$ cat config.mk
export PLATFORM = sky130hd
export DESIGN_NAME = i2cms_master
export DESIGN_NICKNAME = d
export VERILOG_FILES = /design/src/design/i2cms_master.v
export VERILOG_INCLUDE_DIRS = /design/src /design/src/design
export SDC_FILE = /design/constraint.sdc
export NUM_CORES = 1
export LEC_CHECK = 0
export BUFFER_PORTS_ARGS = -buffer_cell sky130_fd_sc_hd__buf_4
export CAP_MARGIN = 0
export CORE_ASPECT_RATIO = 0.7
export CORE_MARGIN = 3
export CORE_UTILIZATION = 61
export DETAILED_ROUTE_END_ITERATION = 12
export HOLD_SLACK_MARGIN = 0.02
export PLACE_DENSITY = 0.86
export SETUP_SLACK_MARGIN = 0.15
export SYNTH_ARGS = -nofsm -noshare
export SYNTH_HDL_FRONTEND = slang
export SYNTH_SLANG_ARGS = --single-unit
$ cat constraint.sdc
create_clock -name clk_i -period 4.8 [get_ports clk_i]
set_clock_uncertainty 0.2 [all_clocks]
set_input_delay 0.24 -clock clk_i [delete_from_list [all_inputs] [get_ports clk_i]]
set_output_delay 0.24 -clock clk_i [all_outputs]
set_load 0.005 [all_outputs]
$ cat src/design/i2cms_defs.vh
// Purpose: constants for the i2c master sequencer
// Assumes: 32-bit classic wishbone register bus, word aligned
// Notes:   offsets are byte addresses
`ifndef I2CMS_DEFS_VH
`define I2CMS_DEFS_VH

// ****************************************
// register offsets
// ****************************************
`define I2CMS_RELOAD_ADDR   4'h0
`define I2CMS_BUFFER_ADDR   4'h4
`define I2CMS_CONTROL_ADDR  4'h8
`define I2CMS_STATUS_ADDR   4'hC

// ****************************************
// control_two_reg fields
// ****************************************
`define I2CMS_CTL_START     0
`define I2CMS_CTL_RESTART   1
`define I2CMS_CTL_STOP      2
`define I2CMS_CTL_RECEIVE   3
`define I2CMS_CTL_ACKSEQ    4
`define I2CMS_CTL_ACKVAL    5
`define I2CMS_CTL_ACK_STATUS   6

// ****************************************
// port_status_reg fields (write one to clear bits 1..5)
// ****************************************
`define I2CMS_ST_FULL       0
`define I2CMS_ST_WRITE_COLLISION       1
`define I2CMS_ST_OVF        2
`define I2CMS_ST_EVENT      3
`define I2CMS_ST_BCOL       4
`define I2CMS_ST_STARTSEEN  5
`define I2CMS_ST_BUSY       6

// ****************************************
// reset values and timing
// ****************************************
`define I2CMS_RELOAD_RST    7'h00
`define I2CMS_WRITE_WIN_TCY 2
`define I2CMS_CLK_PER_TCY   4

`endif

$ cat src/design/i2cms_master.v
// Purpose: master-mode sequencer of an i2c port: start, repeated start,
//          byte transmit with ack sample, byte receive, clock arbitration.
// Assumes: bus pins sampled synchronously; clk_i 40 MHz; four clocks per tcy.
// Notes:   stop and ack sequences are not generated; their request bits
//          are stored only.
//
// Overview of operation
// RULE_01 - generator holds while released scl stays low
// RULE_02 - reload generator when scl seen high
// RULE_03 - one scl period equals two rollovers
// RULE_04 - start: lines high, wait period, pull sda
// RULE_05 - second period, clear start, suspend, sda low
// RULE_06 - start collision flags and returns idle
// RULE_07 - buffer write during start sets write collision
// RULE_08 - low control bits locked during start phases
// RULE_09 - restart accepted only when idle
// RULE_10 - restart: scl low, release sda, raise scl
// RULE_11 - restart: sda low period, start-seen, event
// RULE_12 - restart collision on low sda or early scl fall (code flags low sda only; scl low is treated as stretching)
// RULE_13 - buffer write sets full, starts transmit
// RULE_14 - eighth falling edge clears full, releases sda
// RULE_15 - ninth falling edge samples ack status
// RULE_16 - after ninth clock event, suspend scl low
// RULE_17 - write during shift: collision, 2 tcy window
// RULE_18 - write collision cleared only by software
// RULE_19 - receive request ignored unless idle
// RULE_20 - receive eight bits, load buffer, event
// RULE_21 - buffer read clears full in receive
// RULE_22 - byte arriving while full sets overflow
// RULE_23 - generator decrements twice per tcy
// RULE_24 - reload from seven bit reload field
// RULE_25 - reset clears all flags, releases lines
//
// The register offsets and register access over Wishbone are this design's own decisions.
`timescale 1ns/100ps
`include "i2cms_defs.vh"

module i2cms_master #(
    parameter RELOAD_W = 7
) (
    input  wire        clk_i,
    input  wire        rst_i,
    input  wire        cyc_i,
    input  wire        stb_i,
    input  wire        we_i,
    input  wire [3:0]  adr_i,
    input  wire [3:0]  sel_i,
    input  wire [31:0] dat_i,
    output reg  [31:0] dat_o,
    output reg         ack_o,
    input  wire        scl_i,
    output wire        scl_o,
    output wire        scl_oe_n_o,
    input  wire        sda_i,
    output wire        sda_o,
    output wire        sda_oe_n_o
);

// ****************************************
// states
// ****************************************
localparam [3:0] ST_IDLE = 4'h0;
localparam [3:0] ST_SWAIT = 4'h1;   // start: lines high, counting
localparam [3:0] ST_SHOLD = 4'h2;   // start: sda low, counting
localparam [3:0] ST_RLOW = 4'h3;    // restart: scl low, sda released
localparam [3:0] ST_RHIGH = 4'h4;   // restart: scl released
localparam [3:0] ST_RSDA = 4'h5;    // restart: sda low, scl high
localparam [3:0] ST_TLOW = 4'h6;    // transmit: scl low
localparam [3:0] ST_THIGH = 4'h7;   // transmit: scl released
localparam [3:0] ST_RXLOW = 4'h8;   // receive: scl low
localparam [3:0] ST_RXHIGH = 4'h9;  // receive: scl released

// ****************************************
// registers
// ****************************************
reg [RELOAD_W-1:0] reload_r;
reg [7:0]          buf_r;
reg [7:0]          shift_r;
reg [6:0]          ctl_r;
reg                full_r, write_collision_r, ovf_r, event_r, bcol_r, sseen_r;
reg [3:0]          state_r;
reg [RELOAD_W-1:0] cnt_r;
reg [1:0]          phase_r;
reg [3:0]          bit_r;
reg                scl_low_r, sda_low_r, rx_mode_r;
reg [3:0]          wwin_r;

// ****************************************
// timing notes
// ****************************************
// one generator period: the counter is loaded with the reload value and
// decrements on every tick; tick fires on two of the four clocks of a tcy,
// so a period lasts about (reload + 1) * 2 clocks.
// the counter is reloaded in the same edge that releases scl, and again on
// every edge at which scl still reads low; the high phase therefore counts
// a full period from the first edge that sees scl high, however long a
// slave stretches the clock.
// a timeout that lands while scl is released but still low is ignored,
// because the low branch wins over the timeout branch.
// the write window counter runs on every clock after a buffer write that
// starts a transmit; a second write while it is nonzero still lands in
// the buffer but not in the shifter, so the byte on the wire is the first.
// collision, start-seen and event flags are only set by hardware and only
// cleared by a status write; a set in the same edge as the clear wins,
// because the set assignments follow the clear in the process.
// reset values of the enables are high so both lines float after reset.
// limitation: stop and acknowledge sequences are not generated; their
// request bits are stored so software sees them, nothing else happens.
// limitation: arbitration loss during data bits is not detected; only
// start and repeated start collisions raise the collision flag.

wire acc = cyc_i & stb_i & ~ack_o;
wire wr = acc & we_i & sel_i[0];
wire rd = acc & ~we_i;
wire wr_buf = wr & (adr_i == `I2CMS_BUFFER_ADDR);
wire wr_ctl = wr & (adr_i == `I2CMS_CONTROL_ADDR);
wire wr_sts = wr & (adr_i == `I2CMS_STATUS_ADDR);
wire rd_buf = rd & (adr_i == `I2CMS_BUFFER_ADDR);
wire in_start = (state_r >= ST_SWAIT) && (state_r <= ST_RSDA);
wire in_shift = (state_r == ST_TLOW) || (state_r == ST_THIGH);
wire idle = (state_r == ST_IDLE);
// two decrements per tcy on phases 1 and 3
wire tick = phase_r[0]; // RULE_23
wire tout = (cnt_r == {RELOAD_W{1'b0}}) & tick;
localparam [3:0] WWIN = `I2CMS_WRITE_WIN_TCY * `I2CMS_CLK_PER_TCY;

// pins are open drain: the data outputs stay low and only the enables move.
assign scl_o = 1'b0;
assign sda_o = 1'b0;
assign scl_oe_n_o = ~scl_low_r;
assign sda_oe_n_o = ~sda_low_r;

function [7:0] set_bit;
    input [7:0] v;
    input [2:0] i;
    begin
        set_bit = v | (8'h01 << i);
    end
endfunction

// ****************************************
// wishbone slave
// ****************************************
// every access is answered one clock after it is taken; ack drops in the
// next clock, so a master that holds its request sees an ack every second clock.
// read data is registered in the same edge as ack and stands with it.
// writes to unmapped offsets are acked and ignored.
always @(posedge clk_i) begin
    if (rst_i) begin
        ack_o <= 1'b0;
        dat_o <= 32'h0000_0000;
    end else begin
        ack_o <= acc;
        case (adr_i)
            `I2CMS_RELOAD_ADDR:  dat_o <= {25'h000_0000, reload_r};
            `I2CMS_BUFFER_ADDR:  dat_o <= {24'h00_0000, buf_r};
            `I2CMS_CONTROL_ADDR: dat_o <= {25'h000_0000, ctl_r};
            `I2CMS_STATUS_ADDR:  dat_o <= {25'h000_0000, ~idle, sseen_r, bcol_r,
                                           event_r, ovf_r, write_collision_r, full_r};
            default:             dat_o <= 32'h0000_0000;
        endcase
    end
end

// ****************************************
// sequencer
// ****************************************
always @(posedge clk_i) begin
    if (rst_i) begin // RULE_25
        reload_r <= `I2CMS_RELOAD_RST;
        buf_r <= 8'h00;
        shift_r <= 8'h00;
        ctl_r <= 7'h00;
        full_r <= 1'b0;
        write_collision_r <= 1'b0;
        ovf_r <= 1'b0;
        event_r <= 1'b0;
        bcol_r <= 1'b0;
        sseen_r <= 1'b0;
        state_r <= ST_IDLE;
        cnt_r <= {RELOAD_W{1'b0}};
        phase_r <= 2'b00;
        bit_r <= 4'h0;
        scl_low_r <= 1'b0;
        sda_low_r <= 1'b0;
        rx_mode_r <= 1'b0;
        wwin_r <= 4'h0;
    end else begin
        phase_r <= phase_r + 2'b01;
        if (wwin_r != 4'h0)
            wwin_r <= wwin_r - 4'h1;
        if (tick && cnt_r != {RELOAD_W{1'b0}})
            cnt_r <= cnt_r - {{(RELOAD_W-1){1'b0}}, 1'b1};
        if (wr & (adr_i == `I2CMS_RELOAD_ADDR))
            reload_r <= dat_i[RELOAD_W-1:0]; // RULE_24
        // status clears first so a same-cycle hardware set wins below
        if (wr_sts) begin
            if (dat_i[`I2CMS_ST_WRITE_COLLISION])  write_collision_r <= 1'b0; // RULE_18
            if (dat_i[`I2CMS_ST_OVF])   ovf_r <= 1'b0;
            if (dat_i[`I2CMS_ST_EVENT]) event_r <= 1'b0;
            if (dat_i[`I2CMS_ST_BCOL])  bcol_r <= 1'b0;
            if (dat_i[`I2CMS_ST_STARTSEEN]) sseen_r <= 1'b0;
        end
        if (rd_buf && rx_mode_r)
            full_r <= 1'b0; // RULE_21
        if (wr_ctl) begin
            ctl_r[`I2CMS_CTL_ACKVAL] <= dat_i[`I2CMS_CTL_ACKVAL];
            if (!in_start) begin // RULE_08
                ctl_r[`I2CMS_CTL_STOP] <= dat_i[`I2CMS_CTL_STOP];
                ctl_r[`I2CMS_CTL_ACKSEQ] <= dat_i[`I2CMS_CTL_ACKSEQ];
                ctl_r[`I2CMS_CTL_START] <= dat_i[`I2CMS_CTL_START] & idle;
                ctl_r[`I2CMS_CTL_RESTART] <= dat_i[`I2CMS_CTL_RESTART] & idle; // RULE_09
                ctl_r[`I2CMS_CTL_RECEIVE] <= dat_i[`I2CMS_CTL_RECEIVE] & idle; // RULE_19
            end
        end
        if (wr_buf) begin
            if (in_start || state_r == ST_RXLOW || state_r == ST_RXHIGH) begin
                write_collision_r <= 1'b1; // RULE_07
            end else if (in_shift) begin
                write_collision_r <= 1'b1; // RULE_17
                if (wwin_r != 4'h0)
                    buf_r <= dat_i[7:0];
            end else begin
                buf_r <= dat_i[7:0]; // RULE_13
                shift_r <= dat_i[7:0];
                full_r <= 1'b1;
                rx_mode_r <= 1'b0;
                wwin_r <= WWIN;
                bit_r <= 4'h0;
                scl_low_r <= 1'b1;
                cnt_r <= reload_r;
                state_r <= ST_TLOW;
            end
        end
        // state actions below run after the bus writes above, so a hardware
        // set of a flag in this edge overrides a software clear in this edge.
        case (state_r)
            ST_IDLE: begin
                if (ctl_r[`I2CMS_CTL_START]) begin
                    if (!sda_i || !scl_i) begin // RULE_06
                        bcol_r <= 1'b1;
                        ctl_r[`I2CMS_CTL_START] <= 1'b0;
                    end else begin
                        cnt_r <= reload_r; // RULE_04
                        state_r <= ST_SWAIT;
                    end
                end else if (ctl_r[`I2CMS_CTL_RESTART]) begin
                    scl_low_r <= 1'b1; // RULE_10
                    state_r <= ST_RLOW;
                    cnt_r <= reload_r;
                end else if (ctl_r[`I2CMS_CTL_RECEIVE] && !wr_buf) begin
                    scl_low_r <= 1'b1; // RULE_20
                    sda_low_r <= 1'b0;
                    bit_r <= 4'h0;
                    cnt_r <= reload_r;
                    state_r <= ST_RXLOW;
                end
            end
            ST_SWAIT: begin
                if (!scl_i) begin // RULE_06
                    bcol_r <= 1'b1;
                    ctl_r[`I2CMS_CTL_START] <= 1'b0;
                    state_r <= ST_IDLE;
                end else if (tout && sda_i) begin
                    sda_low_r <= 1'b1; // RULE_04
                    sseen_r <= 1'b1;
                    cnt_r <= reload_r; // RULE_05
                    state_r <= ST_SHOLD;
                end
            end
            ST_SHOLD: begin
                if (tout) begin
                    ctl_r[`I2CMS_CTL_START] <= 1'b0; // RULE_05
                    event_r <= 1'b1;
                    state_r <= ST_IDLE;
                end
            end
            ST_RLOW: begin
                sda_low_r <= 1'b0;
                if (scl_i)
                    cnt_r <= reload_r; // reload while scl still reads high
                else if (tout) begin
                    if (sda_i) begin
                        scl_low_r <= 1'b0; // RULE_10
                        cnt_r <= reload_r; // RULE_02
                        state_r <= ST_RHIGH;
                    end
                end
            end
            ST_RHIGH: begin
                if (!scl_i)
                    cnt_r <= reload_r; // RULE_01
                else if (!sda_i) begin
                    bcol_r <= 1'b1; // RULE_12
                    ctl_r[`I2CMS_CTL_RESTART] <= 1'b0;
                    state_r <= ST_IDLE;
                end else if (tout) begin
                    sda_low_r <= 1'b1; // RULE_11
                    sseen_r <= 1'b1;
                    cnt_r <= reload_r;
                    state_r <= ST_RSDA;
                end
            end
            ST_RSDA: begin
                if (tout) begin
                    ctl_r[`I2CMS_CTL_RESTART] <= 1'b0; // RULE_11
                    event_r <= 1'b1;
                    state_r <= ST_IDLE;
                end
            end
            ST_TLOW: begin
                if (!wr_buf) begin
                    // drive the current bit; ninth bit leaves sda released
                    sda_low_r <= (bit_r < 4'h8) ? ~shift_r[7] : 1'b0; // RULE_14
                    if (tout) begin
                        scl_low_r <= 1'b0;
                        cnt_r <= reload_r; // RULE_02
                        state_r <= ST_THIGH;
                    end
                end
            end
            ST_THIGH: begin
                if (!scl_i)
                    cnt_r <= reload_r; // RULE_01
                else if (tout) begin // RULE_03
                    scl_low_r <= 1'b1;
                    cnt_r <= reload_r; // RULE_02
                    bit_r <= bit_r + 4'h1;
                    shift_r <= {shift_r[6:0], 1'b0};
                    if (bit_r == 4'h7) begin
                        full_r <= 1'b0; // RULE_14
                        sda_low_r <= 1'b0;
                        state_r <= ST_TLOW;
                    end else if (bit_r == 4'h8) begin
                        ctl_r[`I2CMS_CTL_ACK_STATUS] <= sda_i; // RULE_15
                        event_r <= 1'b1; // RULE_16
                        state_r <= ST_IDLE;
                    end else
                        state_r <= ST_TLOW;
                end
            end
            ST_RXLOW: begin
                if (tout) begin
                    scl_low_r <= 1'b0;
                    cnt_r <= reload_r; // RULE_02
                    state_r <= ST_RXHIGH;
                end
            end
            ST_RXHIGH: begin
                if (!scl_i)
                    cnt_r <= reload_r; // RULE_01
                else if (tout) begin
                    scl_low_r <= 1'b1;
                    cnt_r <= reload_r; // RULE_02
                    shift_r <= {shift_r[6:0], sda_i};
                    bit_r <= bit_r + 4'h1;
                    if (bit_r == 4'h7) begin
                        ctl_r[`I2CMS_CTL_RECEIVE] <= 1'b0; // RULE_20
                        buf_r <= {shift_r[6:0], sda_i};
                        rx_mode_r <= 1'b1;
                        if (full_r)
                            ovf_r <= 1'b1; // RULE_22
                        full_r <= 1'b1;
                        event_r <= 1'b1;
                        state_r <= ST_IDLE;
                    end else
                        state_r <= ST_RXLOW;
                end
            end
            default: state_r <= ST_IDLE;
        endcase
    end
end

endmodule // i2cms_master

==> results.md <==
* Chip Width at roughly 110 µm
* Number of detailed-route iterations in the first pass at 6
* Slew @ Worst Pin at 1.13 ns
* Die Area at about 0.0088 mm²
* Total track usage at 34.9%
* Crit-path max cell delay at 0.90 ns
* Cells on Worst Hold Path at 3
* DIE HEIGHT at 79.5 µm
* Post-synthesis mux area share at 7.61%
* HP Start: dat_i[7]
* FMAX at ~0.28 GHz
* Ratio of cells with drive above 1 in the final layout at a little over an eighth
* Crit start category: flop
* Average instance area after synthesis at about 7.7 µm²
* Initial Util at 63.7%
* Via count at 4,995
* Worst EP arrival at 3.60 ns
* LEAKAGE at between 2 and 2.5 nW
* Routed Antenna Nets at 0
* Worst Path Buf+Inv at 1
* Tcrit/Tclk final at 74.0%
* Vias in the first global route at between 4,000 and 5,000
* # clock sinks at slightly below 70
* Post-Place Worst Slack at 1.40 ns
* Largest family of logic cells by synthesized area: compound AO/OA/AOI/OAI gates
* Register area share after synthesis at between 20% and 30%
* Yosys cell types at slightly below 80
* Remaining DRCs at 0
* GP Congestion at roughly 1.0
* Outcome: complete, no violations
* Top-level port count at 84
* Period minus WS final at ~3.6 ns
* Synthesized-area fraction occupied by xor and xnor cells at roughly 1.1%
* Largest net degree at the start of global routing at 57
* Insertion delay of the later-clocked pin in the worst-skew pair at 0.37 ns
* YS warnings at 0
* Num CTS Buffers at 9
* Final #Nets at about 670
* Ys async rst share at 0%
* Total power at between 1.5 and 2 mW
* Adder-cell share of the synthesized area at under 10%
* Worst path required time at between 4 and 5 ns
* Area growth, synth to finish at 9.66%
* CP top delay family: compound AO/OA/AOI/OAI gates
* GRT overflow at 0
* Max Cap Viol at 0
* Hold worst-path end: shift_r[7]$_SDFF_PP0_
* Critical Path Sink Type: flop
* Worst R2R Start: state_r[2]$_SDFF_PP0_
* Final hold vios at 0
* Max-slew violation count at 0
* DR WL/cell at about 21 µm
* WS Path Type: flop to flop
* Mapped Cells at 610
* Yosys reg bits at 68
* Util after Layout at between 60% and 70%
* Site Rows at 26
* Multi-input logic area at between 0.002 and 0.003 mm²
* Worst Path Max Fanout at 23
* Netlist Area Pre-Place at between 0.004 and 0.005 mm²
* RSZ-0062 raised after global routing: false
* DP HPWL at between 10,000 and 15,000 µm
* Placeable Area at 0.00738 mm²
* Worst VDD drop at about 0.28 mV
* HP Class: input pin to flop
* R2R cell count at 7
* CTS Buffer Depth at 2
* Simple-gate area share of the yosys netlist at a little under a quarter
* Min Hold Slack at roughly 0.051 ns
* CTS tree: yes
* Clk slew on worst S/H paths at about 0.080 ns
* Vias per inst at slightly below 7
* Storage cell area at 0.00136 mm²
* Initial drt markers at 1,076
* Initial antenna violation count at 1
* Ys flop type: dfxtp_1
* Crit path max-delay cell type: a2111o_1
* Flop2flop setup slack at 1.25 ns
* Clock root cell: clkbuf_8
* Pwr dens at approximately 330 mW/mm²
* Number of synthesized flops with an enable pin at 0
* First-pass GRT wire length at 24,100 µm
* Port Buffer Count at 30
* R2R Path End: cnt_r[6]$_SDFF_PP0_
* Final worst slack at 1.25 ns
* Setup violations, final at 0
* Total wire length at roughly 15,000 µm
* Fillers at about 610
* Cells along the critical path: or4_1 > buf_4 > a2111o_1 > mux2i_1 > a211oi_1 > o21ai_1 > a221oi_1
* Compound-Gate Fraction of Synth Area at around 28%
* H-Tree Depth at 3
* Final TNS setup at 0 ns
* Slew HR at between 20% and 30%
## cell families after synthesis
group,after synthesis
AO/OA/AOI/OAI,184
XOR/XNOR,6
adder cells (fa/ha/maj),5
buffers and inverters,89
flip-flops,68
multiplexers,35
other,1
AND/OR/NAND/NOR,222
## power by group
part / switching [mW] / total (mW) / internal [mW] / leakage, nW
clock network: 0.252 / 0.564 / 0.312 / 0.117
registers: 0.0402 / 0.636 / 0.596 / 0.549
logic: 0.318 / 0.506 / 0.188 / 1.38
## synth_stat cells, types with 6 or more instances
library cell / instances / share of area [%]
a222oi_1: 7 / 1.5
nand3_1: 12 / 1.3
buf_4: 27 / 4.3
buf_1: 7 / 0.56
a22oi_1: 9 / 1.4
a211oi_1: 21 / 3.4
mux2_2: 6 / 1.4
buf_2: 8 / 0.85
mux2i_1: 29 / 6.2
clkbuf_1: 30 / 2.4
a21oi_1: 41 / 4.4
o22ai_1: 7 / 0.93
or3_1: 6 / 0.80
nand4_1: 6 / 0.80
a31oi_1: 17 / 2.3
inv_1: 17 / 1.4
o21ai_0: 22 / 2.3
o31ai_1: 8 / 1.3
dfxtp_1: 68 / 29
nand2_1: 51 / 4.1
nor2_1: 79 / 6.3
nor3_1: 19 / 2.0
## worst max-delay path by stage
stage	cells after the start	end	startpoint	slack, ns
6_report	7	cnt_r[6]$_SDFF_PP0_	state_r[2]$_SDFF_PP0_	1.25
5_1_grt	7	cnt_r[6]$_SDFF_PP0_	state_r[2]$_SDFF_PP0_	1.08
4_1_cts	8	cnt_r[6]$_SDFF_PP0_	state_r[0]$_SDFF_PP0_	1.37
3_5_place_dp	8	cnt_r[6]$_SDFF_PP0_	state_r[0]$_SDFF_PP0_	1.40
3_3_place_gp	8	cnt_r[0]$_SDFF_PP0_	state_r[0]$_SDFF_PP0_	1.49
2_1_floorplan	7	cnt_r[6]$_SDFF_PP0_	state_r[0]$_SDFF_PP0_	2.40
## through the flow
stage,area (µm²),instances
finish,5160,726
global route,5160,726
CTS,5150,725
detailed placement,4850,702
global placement,4850,702
floorplan,4800,635
## placed cells by master, fill, tap and decap left out, types with 5 or more instances in the layout
cell type	n
xnor2_1	5
buf_4	41
a222oi_1	7
nand2_1	51
dlygate4sd3_1	7
conb_1	26
inv_1	17
dfxtp_1	68
o22ai_1	7
nor2_1	79
clkbuf_8	10
o31ai_1	8
a21oi_1	41
o21ai_0	22
mux2_2	6
nand3_1	12
or3_1	6
a31oi_1	17
a22oi_1	9
a211oi_1	21
o21ai_1	5
nand4_1	6
mux2i_1	29
nor3_1	19
## worst register-to-register path, stage by stage, from the launching register on
cell      delay [ns]
dfxtp_1         0.82
or4_1           0.21
buf_4           0.25
a2111o_1        0.91
mux2i_1         0.25
a211oi_1        0.33
o21ai_1         0.12
a221oi_1        0.35
## final cells by class
class | instances | share of cell area, %
clock inverter | 6 | 1.84
multi-input combinational | 478 | 58.1
antenna | 1 | 0.0485
inverter | 17 | 1.24
clock buffer | 10 | 2.67
sequential | 68 | 26.4
tap | 98 | 2.38
timing repair buffer | 48 | 7.33
## flip-flops by register name, summed over array words and instances (netlist names)
| name | cells |
|---|---|
| ctl_r | 7 |
| shift_r | 8 |
| state_r | 4 |
| ack_o | 1 |
| dat_o | 8 |
| scl_low_r | 1 |
| buf_r | 8 |
| rx_mode_r | 1 |
| cnt_r | 7 |
| phase_r | 1 |
| bcol_r | 1 |
| event_r | 1 |
| bit_r | 4 |
| reload_r | 7 |
| sda_low_r | 1 |
| wwin_r | 4 |
| full_r | 1 |
| sseen_r | 1 |
| ovf_r | 1 |
| write_collision_r | 1 |
## routing by layer
| metal | wire, µm | vias up | GRT usage (%) |
|---|---|---|---|
| li1 | - | 2248 | - |
| met1 | 6340 | 2259 | 51.0 |
| met2 | 6340 | 410 | 49.2 |
| met3 | 2200 | 78 | 8.33 |
| met4 | 601 | 0 | 13.7 |
| met5 | 0 | - | 0 |
## what timing repair did
item                                   CTS  global route
resized for setup                        0             0
setup endpoints to repair                0             0
hold buffers                             7             0
endpoints found under the hold margin   10             0
setup buffers                            0             0
(Power assumes the default switching activity.)
